--- src/cpsb_consts.svh ---
// timing and field constants for the cpu power control sideband
`ifndef CPSB_CONSTS_SVH
`define CPSB_CONSTS_SVH
`define CPSB_BRANCH_W     4
`define CPSB_SENSE_W      8
`define CPSB_EXT_TGT_N    14
`define CPSB_SYNC_STAGES  2
`define CPSB_WAKE_HOLD    4'h4
`define CPSB_PWR_DELAY    4'h8
`define CPSB_RST_DELAY    4'h6
`endif

--- src/cpsb_pkg.sv ---
// types shared by both ends of the cpu power control sideband
`include "cpsb_consts.svh"
package cpsb_pkg;
	typedef logic [`CPSB_BRANCH_W-1:0]  cpsb_branch_type;
	typedef logic [`CPSB_SENSE_W-1:0]   cpsb_sense_type;
	typedef logic [`CPSB_EXT_TGT_N-1:0] cpsb_tgt_type;
	typedef enum logic [1:0] {
		CPSB_RUN   = 2'h0,
		CPSB_SLEEP = 2'h1,
		CPSB_DEEP  = 2'h2,
		CPSB_HOLD  = 2'h3
	} cpsb_pwr_type;
endpackage

--- src/cpsb_if.sv ---
// sideband wires between the subsystem and its power controller
`timescale 1ns/1ns
`default_nettype none
interface cpsb_if;
	import cpsb_pkg::*;
	logic            core_halted_status;
	logic            core_sleeping_status;
	logic            core_deep_sleep_status;
	logic            sleep_extend_req_n;
	logic            sleep_extend_ack_n;
	logic            wake_event_out;
	cpsb_sense_type  wake_source_sense;
	logic            wake_ctrl_enable_req;
	logic            wake_ctrl_enable_ack;
	logic            system_reset_request;
	logic            core_lockup_status;
	logic            debug_power_up_req;
	logic            debug_power_up_ack;
	logic            system_power_up_req;
	logic            system_power_up_ack;
	logic            debug_reset_req;
	logic            debug_reset_ack;
	logic            debug_power_down_clamp_n;
	logic            apb_bus_active;
	logic            timer_a_bus_active;
	logic            timer_b_bus_active;
	modport dev (
		output core_halted_status, core_sleeping_status, core_deep_sleep_status,
		input  sleep_extend_req_n,
		output sleep_extend_ack_n, wake_event_out, wake_source_sense,
		input  wake_ctrl_enable_req,
		output wake_ctrl_enable_ack, system_reset_request, core_lockup_status,
		output debug_power_up_req, system_power_up_req, debug_reset_req,
		input  debug_power_up_ack, system_power_up_ack, debug_reset_ack,
		input  debug_power_down_clamp_n,
		output apb_bus_active, timer_a_bus_active, timer_b_bus_active
	);
	modport pmu (
		input  core_halted_status, core_sleeping_status, core_deep_sleep_status,
		output sleep_extend_req_n,
		input  sleep_extend_ack_n, wake_event_out, wake_source_sense,
		output wake_ctrl_enable_req,
		input  wake_ctrl_enable_ack, system_reset_request, core_lockup_status,
		input  debug_power_up_req, system_power_up_req, debug_reset_req,
		output debug_power_up_ack, system_power_up_ack, debug_reset_ack,
		output debug_power_down_clamp_n,
		input  apb_bus_active, timer_a_bus_active, timer_b_bus_active
	);
endinterface
`default_nettype wire

--- src/cpsb_dev.sv ---
// subsystem end of the cpu control, status and power sideband
`timescale 1ns/1ns
`default_nettype none
`include "cpsb_consts.svh"
module cpsb_dev #(
	parameter int SYNC_STAGES = `CPSB_SYNC_STAGES
) (
	// clock and reset
	input  wire logic                  i_clk,
	input  wire logic                  i_rst_b,
	// core state
	input  wire logic                  i_core_in_debug,
	input  wire logic                  i_core_sleep,
	input  wire logic                  i_core_sleep_deep,
	input  wire logic                  i_core_lockup,
	input  wire logic                  i_wake_event,
	input  wire cpsb_pkg::cpsb_sense_type  i_wake_lines,
	input  wire logic                  i_trace_on,
	input  wire logic                  i_trace_unit_on,
	input  wire logic                  i_trigger_match,
	input  wire cpsb_pkg::cpsb_branch_type i_branch_decode,
	input  wire logic                  i_reset_request_control_bit,
	input  wire logic                  i_protection_unit_disable,
	input  wire logic                  i_protection_unit_present,
	// debugger requests
	input  wire logic                  i_dbg_pwr_want,
	input  wire logic                  i_sys_pwr_want,
	input  wire logic                  i_dbg_rst_want,
	// interconnect selects
	input  wire logic                  i_timer_a_sel,
	input  wire logic                  i_timer_b_sel,
	input  wire logic                  i_other_apb_sel,
	input  wire cpsb_pkg::cpsb_tgt_type    i_ext_sel,
	// sideband
	cpsb_if.dev                        sb,
	// user side status
	output logic                       o_core_hold_asleep,
	output logic                       o_protection_unit_visible,
	output logic                       o_trace_enabled_status,
	output logic                       o_trace_unit_enabled_status,
	output logic                       o_trace_trigger_out,
	output cpsb_pkg::cpsb_branch_type  o_branch_decode_status,
	output logic                       o_dbg_pwr_ok,
	output logic                       o_sys_pwr_ok,
	output logic                       o_dbg_rst_done,
	output logic                       o_debug_bus_clamp,
	output cpsb_pkg::cpsb_tgt_type     o_ext_apb_target_select
);
	import cpsb_pkg::*;

	logic halted, sleeping, deep, lockup, hold_ack_n, wake, wic_ack, sysrst;
	logic dpu_req, spu_req, drst_req, apb_act, ta_act, tb_act, hold_asleep;
	logic pu_vis, trc, trcu, trig, clamp;
	cpsb_branch_type brch;
	cpsb_sense_type  sense;
	cpsb_tgt_type    ext_sel;
	logic [2:0] ack_raw, ack_sync;
	logic [SYNC_STAGES-1:0] sync_q [3];

	// resynchronise the three asynchronous acknowledges
	assign ack_raw = {sb.debug_reset_ack, sb.system_power_up_ack, sb.debug_power_up_ack};
	genvar g;
	generate
		for (g = 0; g < 3; g++) begin : g_sync
			always_ff @(posedge i_clk) begin
				if (!i_rst_b)
					sync_q[g] <= '0;
				else
					sync_q[g] <= {sync_q[g][SYNC_STAGES-2:0], ack_raw[g]};
			end
			assign ack_sync[g] = sync_q[g][SYNC_STAGES-1];
		end
	endgenerate

	// four-phase request: rise on want, fall only once ack is seen high
	function automatic logic next_req(input logic req, input logic want, input logic ack);
		next_req = req ? !(ack && !want) : (want && !ack);
	endfunction

	wire next_dpu_req  = next_req(dpu_req, i_dbg_pwr_want, ack_sync[0]);
	wire next_spu_req  = next_req(spu_req, i_sys_pwr_want, ack_sync[1]);
	wire next_drst_req = next_req(drst_req, i_dbg_rst_want, ack_sync[2]);

	// sleep extension: acked only while sleeping, ack falls after req
	wire hold_active   = !sb.sleep_extend_req_n && (i_core_sleep || hold_asleep);
	wire next_hold     = hold_active;
	// wake controller ack tracks req so it falls only after req falls
	wire next_wic_ack  = sb.wake_ctrl_enable_req;
	wire sleeping_now  = i_core_sleep || hold_asleep;

	always_ff @(posedge i_clk) begin
		if (!i_rst_b) begin
			halted      <= 1'b0;
			sleeping    <= 1'b0;
			deep        <= 1'b0;
			lockup      <= 1'b0;
			hold_ack_n  <= 1'b1;
			hold_asleep <= 1'b0;
			wake        <= 1'b0;
			sense       <= '0;
			wic_ack     <= 1'b0;
			sysrst      <= 1'b0;
			dpu_req     <= 1'b0;
			spu_req     <= 1'b0;
			drst_req    <= 1'b0;
			apb_act     <= 1'b0;
			ta_act      <= 1'b0;
			tb_act      <= 1'b0;
			ext_sel     <= '0;
			pu_vis      <= 1'b0;
			trc         <= 1'b0;
			trcu        <= 1'b0;
			trig        <= 1'b0;
			brch        <= '0;
			clamp       <= 1'b1;
		end else begin
			halted      <= i_core_in_debug;
			sleeping    <= sleeping_now;
			deep        <= sleeping_now && i_core_sleep_deep;
			lockup      <= i_core_lockup;
			hold_asleep <= next_hold;
			hold_ack_n  <= !next_hold;
			wake        <= i_wake_event;
			sense       <= i_wake_event ? i_wake_lines : '0;
			wic_ack     <= next_wic_ack;
			sysrst      <= i_reset_request_control_bit;
			dpu_req     <= next_dpu_req;
			spu_req     <= next_spu_req;
			drst_req    <= next_drst_req;
			apb_act     <= i_timer_a_sel || i_timer_b_sel || i_other_apb_sel || (|i_ext_sel);
			ta_act      <= i_timer_a_sel;
			tb_act      <= i_timer_b_sel;
			ext_sel     <= i_ext_sel;
			pu_vis      <= !i_protection_unit_disable && i_protection_unit_present;
			trc         <= i_trace_on;
			trcu        <= i_trace_unit_on;
			trig        <= i_trigger_match;
			brch        <= i_branch_decode;
			clamp       <= !sb.debug_power_down_clamp_n;
		end
	end

	assign sb.core_halted_status     = halted;
	assign sb.core_sleeping_status   = sleeping;
	assign sb.core_deep_sleep_status = deep;
	assign sb.sleep_extend_ack_n     = hold_ack_n;
	assign sb.wake_event_out         = wake;
	assign sb.wake_source_sense      = sense;
	assign sb.wake_ctrl_enable_ack   = wic_ack;
	assign sb.system_reset_request   = sysrst;
	assign sb.core_lockup_status     = lockup;
	assign sb.debug_power_up_req     = dpu_req;
	assign sb.system_power_up_req    = spu_req;
	assign sb.debug_reset_req        = drst_req;
	assign sb.apb_bus_active         = apb_act;
	assign sb.timer_a_bus_active     = ta_act;
	assign sb.timer_b_bus_active     = tb_act;

	assign o_core_hold_asleep          = hold_asleep;
	assign o_protection_unit_visible   = pu_vis;
	assign o_trace_enabled_status      = trc;
	assign o_trace_unit_enabled_status = trcu;
	assign o_trace_trigger_out         = trig;
	assign o_branch_decode_status      = brch;
	assign o_dbg_pwr_ok                = ack_sync[0];
	assign o_sys_pwr_ok                = ack_sync[1];
	assign o_dbg_rst_done              = ack_sync[2];
	assign o_debug_bus_clamp           = clamp;
	assign o_ext_apb_target_select     = ext_sel;
endmodule
`default_nettype wire

--- src/flat_wrapper.sv ---
// flat-port wrapper written by rule: the top's interface ports become plain ports
module cpsb_dev_flat import cpsb_pkg::*;
#(
	parameter int SYNC_STAGES = `CPSB_SYNC_STAGES
)
  (i_clk, i_rst_b, i_core_in_debug, i_core_sleep, i_core_sleep_deep, i_core_lockup, i_wake_event, i_wake_lines, i_trace_on, i_trace_unit_on, i_trigger_match, i_branch_decode, i_reset_request_control_bit, i_protection_unit_disable, i_protection_unit_present, i_dbg_pwr_want, i_sys_pwr_want, i_dbg_rst_want, i_timer_a_sel, i_timer_b_sel, i_other_apb_sel, i_ext_sel, o_core_hold_asleep, o_protection_unit_visible, o_trace_enabled_status, o_trace_unit_enabled_status, o_trace_trigger_out, o_branch_decode_status, o_dbg_pwr_ok, o_sys_pwr_ok, o_dbg_rst_done, o_debug_bus_clamp, o_ext_apb_target_select, sb_core_halted_status, sb_core_sleeping_status, sb_core_deep_sleep_status, sb_sleep_extend_req_n, sb_sleep_extend_ack_n, sb_wake_event_out, sb_wake_source_sense, sb_wake_ctrl_enable_req, sb_wake_ctrl_enable_ack, sb_system_reset_request, sb_core_lockup_status, sb_debug_power_up_req, sb_system_power_up_req, sb_debug_reset_req, sb_debug_power_up_ack, sb_system_power_up_ack, sb_debug_reset_ack, sb_debug_power_down_clamp_n, sb_apb_bus_active, sb_timer_a_bus_active, sb_timer_b_bus_active);
  cpsb_if sb_i ();
  input  wire logic i_clk;
  input  wire logic i_rst_b;
  input  wire logic i_core_in_debug;
  input  wire logic i_core_sleep;
  input  wire logic i_core_sleep_deep;
  input  wire logic i_core_lockup;
  input  wire logic i_wake_event;
  input  wire cpsb_pkg::cpsb_sense_type i_wake_lines;
  input  wire logic i_trace_on;
  input  wire logic i_trace_unit_on;
  input  wire logic i_trigger_match;
  input  wire cpsb_pkg::cpsb_branch_type i_branch_decode;
  input  wire logic i_reset_request_control_bit;
  input  wire logic i_protection_unit_disable;
  input  wire logic i_protection_unit_present;
  input  wire logic i_dbg_pwr_want;
  input  wire logic i_sys_pwr_want;
  input  wire logic i_dbg_rst_want;
  input  wire logic i_timer_a_sel;
  input  wire logic i_timer_b_sel;
  input  wire logic i_other_apb_sel;
  input  wire cpsb_pkg::cpsb_tgt_type i_ext_sel;
  output logic o_core_hold_asleep;
  output logic o_protection_unit_visible;
  output logic o_trace_enabled_status;
  output logic o_trace_unit_enabled_status;
  output logic o_trace_trigger_out;
  output cpsb_pkg::cpsb_branch_type o_branch_decode_status;
  output logic o_dbg_pwr_ok;
  output logic o_sys_pwr_ok;
  output logic o_dbg_rst_done;
  output logic o_debug_bus_clamp;
  output cpsb_pkg::cpsb_tgt_type o_ext_apb_target_select;
  output wire logic [$bits(sb_i.core_halted_status)-1:0] sb_core_halted_status;
  output wire logic [$bits(sb_i.core_sleeping_status)-1:0] sb_core_sleeping_status;
  output wire logic [$bits(sb_i.core_deep_sleep_status)-1:0] sb_core_deep_sleep_status;
  input wire logic [$bits(sb_i.sleep_extend_req_n)-1:0] sb_sleep_extend_req_n;
  output wire logic [$bits(sb_i.sleep_extend_ack_n)-1:0] sb_sleep_extend_ack_n;
  output wire logic [$bits(sb_i.wake_event_out)-1:0] sb_wake_event_out;
  output wire logic [$bits(sb_i.wake_source_sense)-1:0] sb_wake_source_sense;
  input wire logic [$bits(sb_i.wake_ctrl_enable_req)-1:0] sb_wake_ctrl_enable_req;
  output wire logic [$bits(sb_i.wake_ctrl_enable_ack)-1:0] sb_wake_ctrl_enable_ack;
  output wire logic [$bits(sb_i.system_reset_request)-1:0] sb_system_reset_request;
  output wire logic [$bits(sb_i.core_lockup_status)-1:0] sb_core_lockup_status;
  output wire logic [$bits(sb_i.debug_power_up_req)-1:0] sb_debug_power_up_req;
  output wire logic [$bits(sb_i.system_power_up_req)-1:0] sb_system_power_up_req;
  output wire logic [$bits(sb_i.debug_reset_req)-1:0] sb_debug_reset_req;
  input wire logic [$bits(sb_i.debug_power_up_ack)-1:0] sb_debug_power_up_ack;
  input wire logic [$bits(sb_i.system_power_up_ack)-1:0] sb_system_power_up_ack;
  input wire logic [$bits(sb_i.debug_reset_ack)-1:0] sb_debug_reset_ack;
  input wire logic [$bits(sb_i.debug_power_down_clamp_n)-1:0] sb_debug_power_down_clamp_n;
  output wire logic [$bits(sb_i.apb_bus_active)-1:0] sb_apb_bus_active;
  output wire logic [$bits(sb_i.timer_a_bus_active)-1:0] sb_timer_a_bus_active;
  output wire logic [$bits(sb_i.timer_b_bus_active)-1:0] sb_timer_b_bus_active;
  assign sb_core_halted_status = sb_i.core_halted_status;
  assign sb_core_sleeping_status = sb_i.core_sleeping_status;
  assign sb_core_deep_sleep_status = sb_i.core_deep_sleep_status;
  assign sb_i.sleep_extend_req_n = sb_sleep_extend_req_n;
  assign sb_sleep_extend_ack_n = sb_i.sleep_extend_ack_n;
  assign sb_wake_event_out = sb_i.wake_event_out;
  assign sb_wake_source_sense = sb_i.wake_source_sense;
  assign sb_i.wake_ctrl_enable_req = sb_wake_ctrl_enable_req;
  assign sb_wake_ctrl_enable_ack = sb_i.wake_ctrl_enable_ack;
  assign sb_system_reset_request = sb_i.system_reset_request;
  assign sb_core_lockup_status = sb_i.core_lockup_status;
  assign sb_debug_power_up_req = sb_i.debug_power_up_req;
  assign sb_system_power_up_req = sb_i.system_power_up_req;
  assign sb_debug_reset_req = sb_i.debug_reset_req;
  assign sb_i.debug_power_up_ack = sb_debug_power_up_ack;
  assign sb_i.system_power_up_ack = sb_system_power_up_ack;
  assign sb_i.debug_reset_ack = sb_debug_reset_ack;
  assign sb_i.debug_power_down_clamp_n = sb_debug_power_down_clamp_n;
  assign sb_apb_bus_active = sb_i.apb_bus_active;
  assign sb_timer_a_bus_active = sb_i.timer_a_bus_active;
  assign sb_timer_b_bus_active = sb_i.timer_b_bus_active;
  cpsb_dev #(.SYNC_STAGES(SYNC_STAGES)) u_core (.i_clk(i_clk), .i_rst_b(i_rst_b), .i_core_in_debug(i_core_in_debug), .i_core_sleep(i_core_sleep), .i_core_sleep_deep(i_core_sleep_deep), .i_core_lockup(i_core_lockup), .i_wake_event(i_wake_event), .i_wake_lines(i_wake_lines), .i_trace_on(i_trace_on), .i_trace_unit_on(i_trace_unit_on), .i_trigger_match(i_trigger_match), .i_branch_decode(i_branch_decode), .i_reset_request_control_bit(i_reset_request_control_bit), .i_protection_unit_disable(i_protection_unit_disable), .i_protection_unit_present(i_protection_unit_present), .i_dbg_pwr_want(i_dbg_pwr_want), .i_sys_pwr_want(i_sys_pwr_want), .i_dbg_rst_want(i_dbg_rst_want), .i_timer_a_sel(i_timer_a_sel), .i_timer_b_sel(i_timer_b_sel), .i_other_apb_sel(i_other_apb_sel), .i_ext_sel(i_ext_sel), .sb(sb_i), .o_core_hold_asleep(o_core_hold_asleep), .o_protection_unit_visible(o_protection_unit_visible), .o_trace_enabled_status(o_trace_enabled_status), .o_trace_unit_enabled_status(o_trace_unit_enabled_status), .o_trace_trigger_out(o_trace_trigger_out), .o_branch_decode_status(o_branch_decode_status), .o_dbg_pwr_ok(o_dbg_pwr_ok), .o_sys_pwr_ok(o_sys_pwr_ok), .o_dbg_rst_done(o_dbg_rst_done), .o_debug_bus_clamp(o_debug_bus_clamp), .o_ext_apb_target_select(o_ext_apb_target_select));
endmodule
--- config.mk ---
export PLATFORM = sky130hd
export DESIGN_NAME = cpsb_dev_flat
export DESIGN_NICKNAME = d
export VERILOG_FILES = /design/src/cpsb_pkg.sv /design/src/cpsb_if.sv /design/src/cpsb_dev.sv /design/src/flat_wrapper.sv
export VERILOG_INCLUDE_DIRS = /design/src
export SDC_FILE = /design/constraint.sdc
export NUM_CORES = 1
export LEC_CHECK = 0
export BUFFER_PORTS_ARGS = -buffer_cell sky130_fd_sc_hd__buf_2
export CORE_UTILIZATION = 43
export DETAILED_ROUTE_END_ITERATION = 8
export PLACE_DENSITY = 0.88
export REMOVE_ABC_BUFFERS = 1
export SLEW_MARGIN = 20
export SYNTH_ARGS = -nofsm -noshare
export SYNTH_HDL_FRONTEND = slang
export SYNTH_SLANG_ARGS = --single-unit
--- constraint.sdc ---
create_clock -name i_clk -period 1.3 [get_ports i_clk]
set_input_delay 0.13 -clock i_clk [delete_from_list [all_inputs] [get_ports i_clk]]
set_output_delay 0.13 -clock i_clk [all_outputs]
set_load 0.01 [all_outputs]
==> impl_metrics.ini <==
[global_routing]
grt_pass1_vias = 1369
grtUsageMet1 = 0.2131
grt_usage = 0.2291
grt_use_met3 = 0.07249
grt_pass1_wl_um = 5954
grt_max_degree = 48
use_met2 = 0.4584
antenna_found_initial = 0
busiest_layer = met2
grt.overflow.total = 0

[die]
io_pins = 100
initial_core_util = 0.4694
rows = 20
die_y_um = 60.67
die-area_sq_um = 3681
die_w_um = 60.67
core_area_sq_um = 3153

[sta]
clock_skew_ps = 6.344
drv_slew = 0
max-slew-margin-rel = 0.8468
worst-slew-pin-transition_ps = 227.9
min_period_over_period = 0.9696
fmax_ghz = 0.7934
setup_violations = 0
rsz0062_at_grt = false
min_period_ps = 1260
fin_tns_setup_ps = 0
hold_violations = 0

[clocking]
post_cts_buffers = 0
clk_pin_slew_ps = 130
cts_buffer_depth = 2
numCtsBuffers = 5
cts_tree = built
htreeDepth = 2
postCtsResizedCells = 0
cts_root_buf = clkbuf_4
cts_sinks = 52
worst_skew_pair.late_latency_ps = 360

[finish]
ff_latch_area_sq_um = 1041
nFillCells = 192
fin_util = 0.7984
drive_above_1_share = 0.4226
multiInputGateArea_sq_um = 404.1
nets = 315
antennaDiodeCount = 0
area_growth_pct = 70.08
fin_cells = 309
fin_area_sq_um = 2517

[routing]
final_antenna_net_count = 0
drt-wirelength-per-cell_um = 14.09
wirelength_um = 4355
firstDrtPassIters = 4
drcViolationCount = 0
num_vias = 1382
drt_iter0_drc = 57
vias_per_cell = 4.472

[setup_path]
crit_type = input pin to flop
cp_max_fo = 2
startpoint_type = input pin
arrival_ps = 1510
required_ps = 1550
end_kind = flop

[power_and_ir_drop]
total_power_mw = 2.865
power.leakage_nw = 1.257
p_per_area_nw_per_um2 = 1138
ir_drop_mv = 0.6878

[worst_hold_path]
hold_path.class = input pin to flop

[job]
cap_violations = 0

[synthesis]
synth_area_sq_um = 1480
yosysUniqueCellTypes = 16
synth_seq_cells = 52
ys_warn_count = 0
syn_area_per_cell_sq_um = 12.33
synth.area.top_cells = dfxtp_1 (70%), and2_1 (16%), and3_1 (3.4%)
synth_top_area_frac = 0.7033
yosysSeqAreaShare = 0.7033
synth_top_area_cell = dfxtp_1
synthesis.instances = 120

[outcome]
status = completed

[placed_design]
placed_area_sq_um = 2031
port_buffers = 99
placed_cells = 259
gp_congestion = 0.6777
dp_hpwl_um = 2345
[stage by stage]
| stage | hold WS [ps] | worst slack (ps) |
|---|---|---|
| 3_3_place_gp | 290.9 | 237.1 |
| 2_1_floorplan | 191.9 | 333.3 |
| 6_report | 33.78 | 39.57 |
| 4_1_cts | 4.162 | 18.96 |
| 5_1_grt | 11.90 | 1.674 |
| 3_5_place_dp | 308.7 | 157.2 |
[placed cells by master, fill, tap and decap left out, drive strengths merged]
cell type,netlist,routed
and2,38,38
and3,8,8
and3b,1,1
buf,1,100
clkbuf,4,6
clkinvlp,0,2
dfxtp,52,52
dlygate4sd3,0,42
inv,4,4
maj3,3,3
nand2,1,1
nand4,1,1
nor2,1,1
nor2b,1,1
nor4,3,3
o21a,1,1
o41a,1,1
[layout make-up]
cell class / instances / area share
Timing Repair Buffer: 142 / 0.3718
Tap cell: 44 / 0.02187
Sequential cell: 52 / 0.4135
Multi-Input combinational cell: 59 / 0.1605
Inverter: 4 / 0.005964
Clock inverter: 2 / 0.005964
Clock buffer: 6 / 0.02038
[registers in the layout, indices dropped and copies added (netlist names), 4 cells and up]
signal                          cells
u_core.o_ext_apb_target_select     14
u_core.sync_q                       6
u_core.sb.wake_source_sense         8
u_core.o_branch_decode_status       4
[critical path, stage by stage]
cell and delay, ps:
dlygate4sd3_1 530, buf_2 130, nor4_2 260, nand4_1 140
o41a_1 320
[synth_stat cells, drive strengths merged]
| cell | n |
|---|---|
| dfxtp | 52 |
| and2 | 38 |
| and3 | 8 |
| clkbuf | 4 |
| inv | 4 |
| maj3 | 3 |
| nor4 | 3 |
| and3b | 1 |
| buf | 1 |
| nand2 | 1 |
| nand4 | 1 |
| nor2 | 1 |
| nor2b | 1 |
| o21a | 1 |
| o41a | 1 |
[worst paths after layout]
kind                            slack [ps]  cells past startpoint                 startpoint                          endpoint
worst max-delay path                    40                      5               i_ext_sel[7]          u_core.sb.apb_bus_active
worst max register to register         280                      3        u_core.sync_q[1][1]     u_core.sb.system_power_up_req
worst min register to register         470                      1        u_core.sync_q[0][0]               u_core.sync_q[0][1]
worst min-delay path                    30                      2  i_protection_unit_present  u_core.o_protection_unit_visible
[power breakdown]
| part | leakage [nW] | switching, mW | internal [mW] | total (mW) |
|---|---|---|---|---|
| sequential | 0.432 | 0.0240 | 1.68 | 1.70 |
| clock | 0.0305 | 0.493 | 0.263 | 0.756 |
| combinational | 0.795 | 0.169 | 0.239 | 0.408 |
[logic make-up after synthesis]
kind of cell,after synthesis,share of synthesized area
fa+ha+maj,3,0.02029
buf+inv,9,0.02366
flops,52,0.7033
simple gates,54,0.2401
compound gates,2,0.01268
[per-layer routing]
metal / part of all wire / routed length, um
met4: 0.016 / 70
met1: 0.35 / 1517
met2: 0.55 / 2405
met5: 0 / 0
met3: 0.083 / 361
[repair_timing]
item                                    4_1_cts  5_1_grt
endpoints found under the hold margin        39        4
endpoints found under the setup margin        0        1
hold buffers                                 38        4
Power figures use the tool's default switching activity.
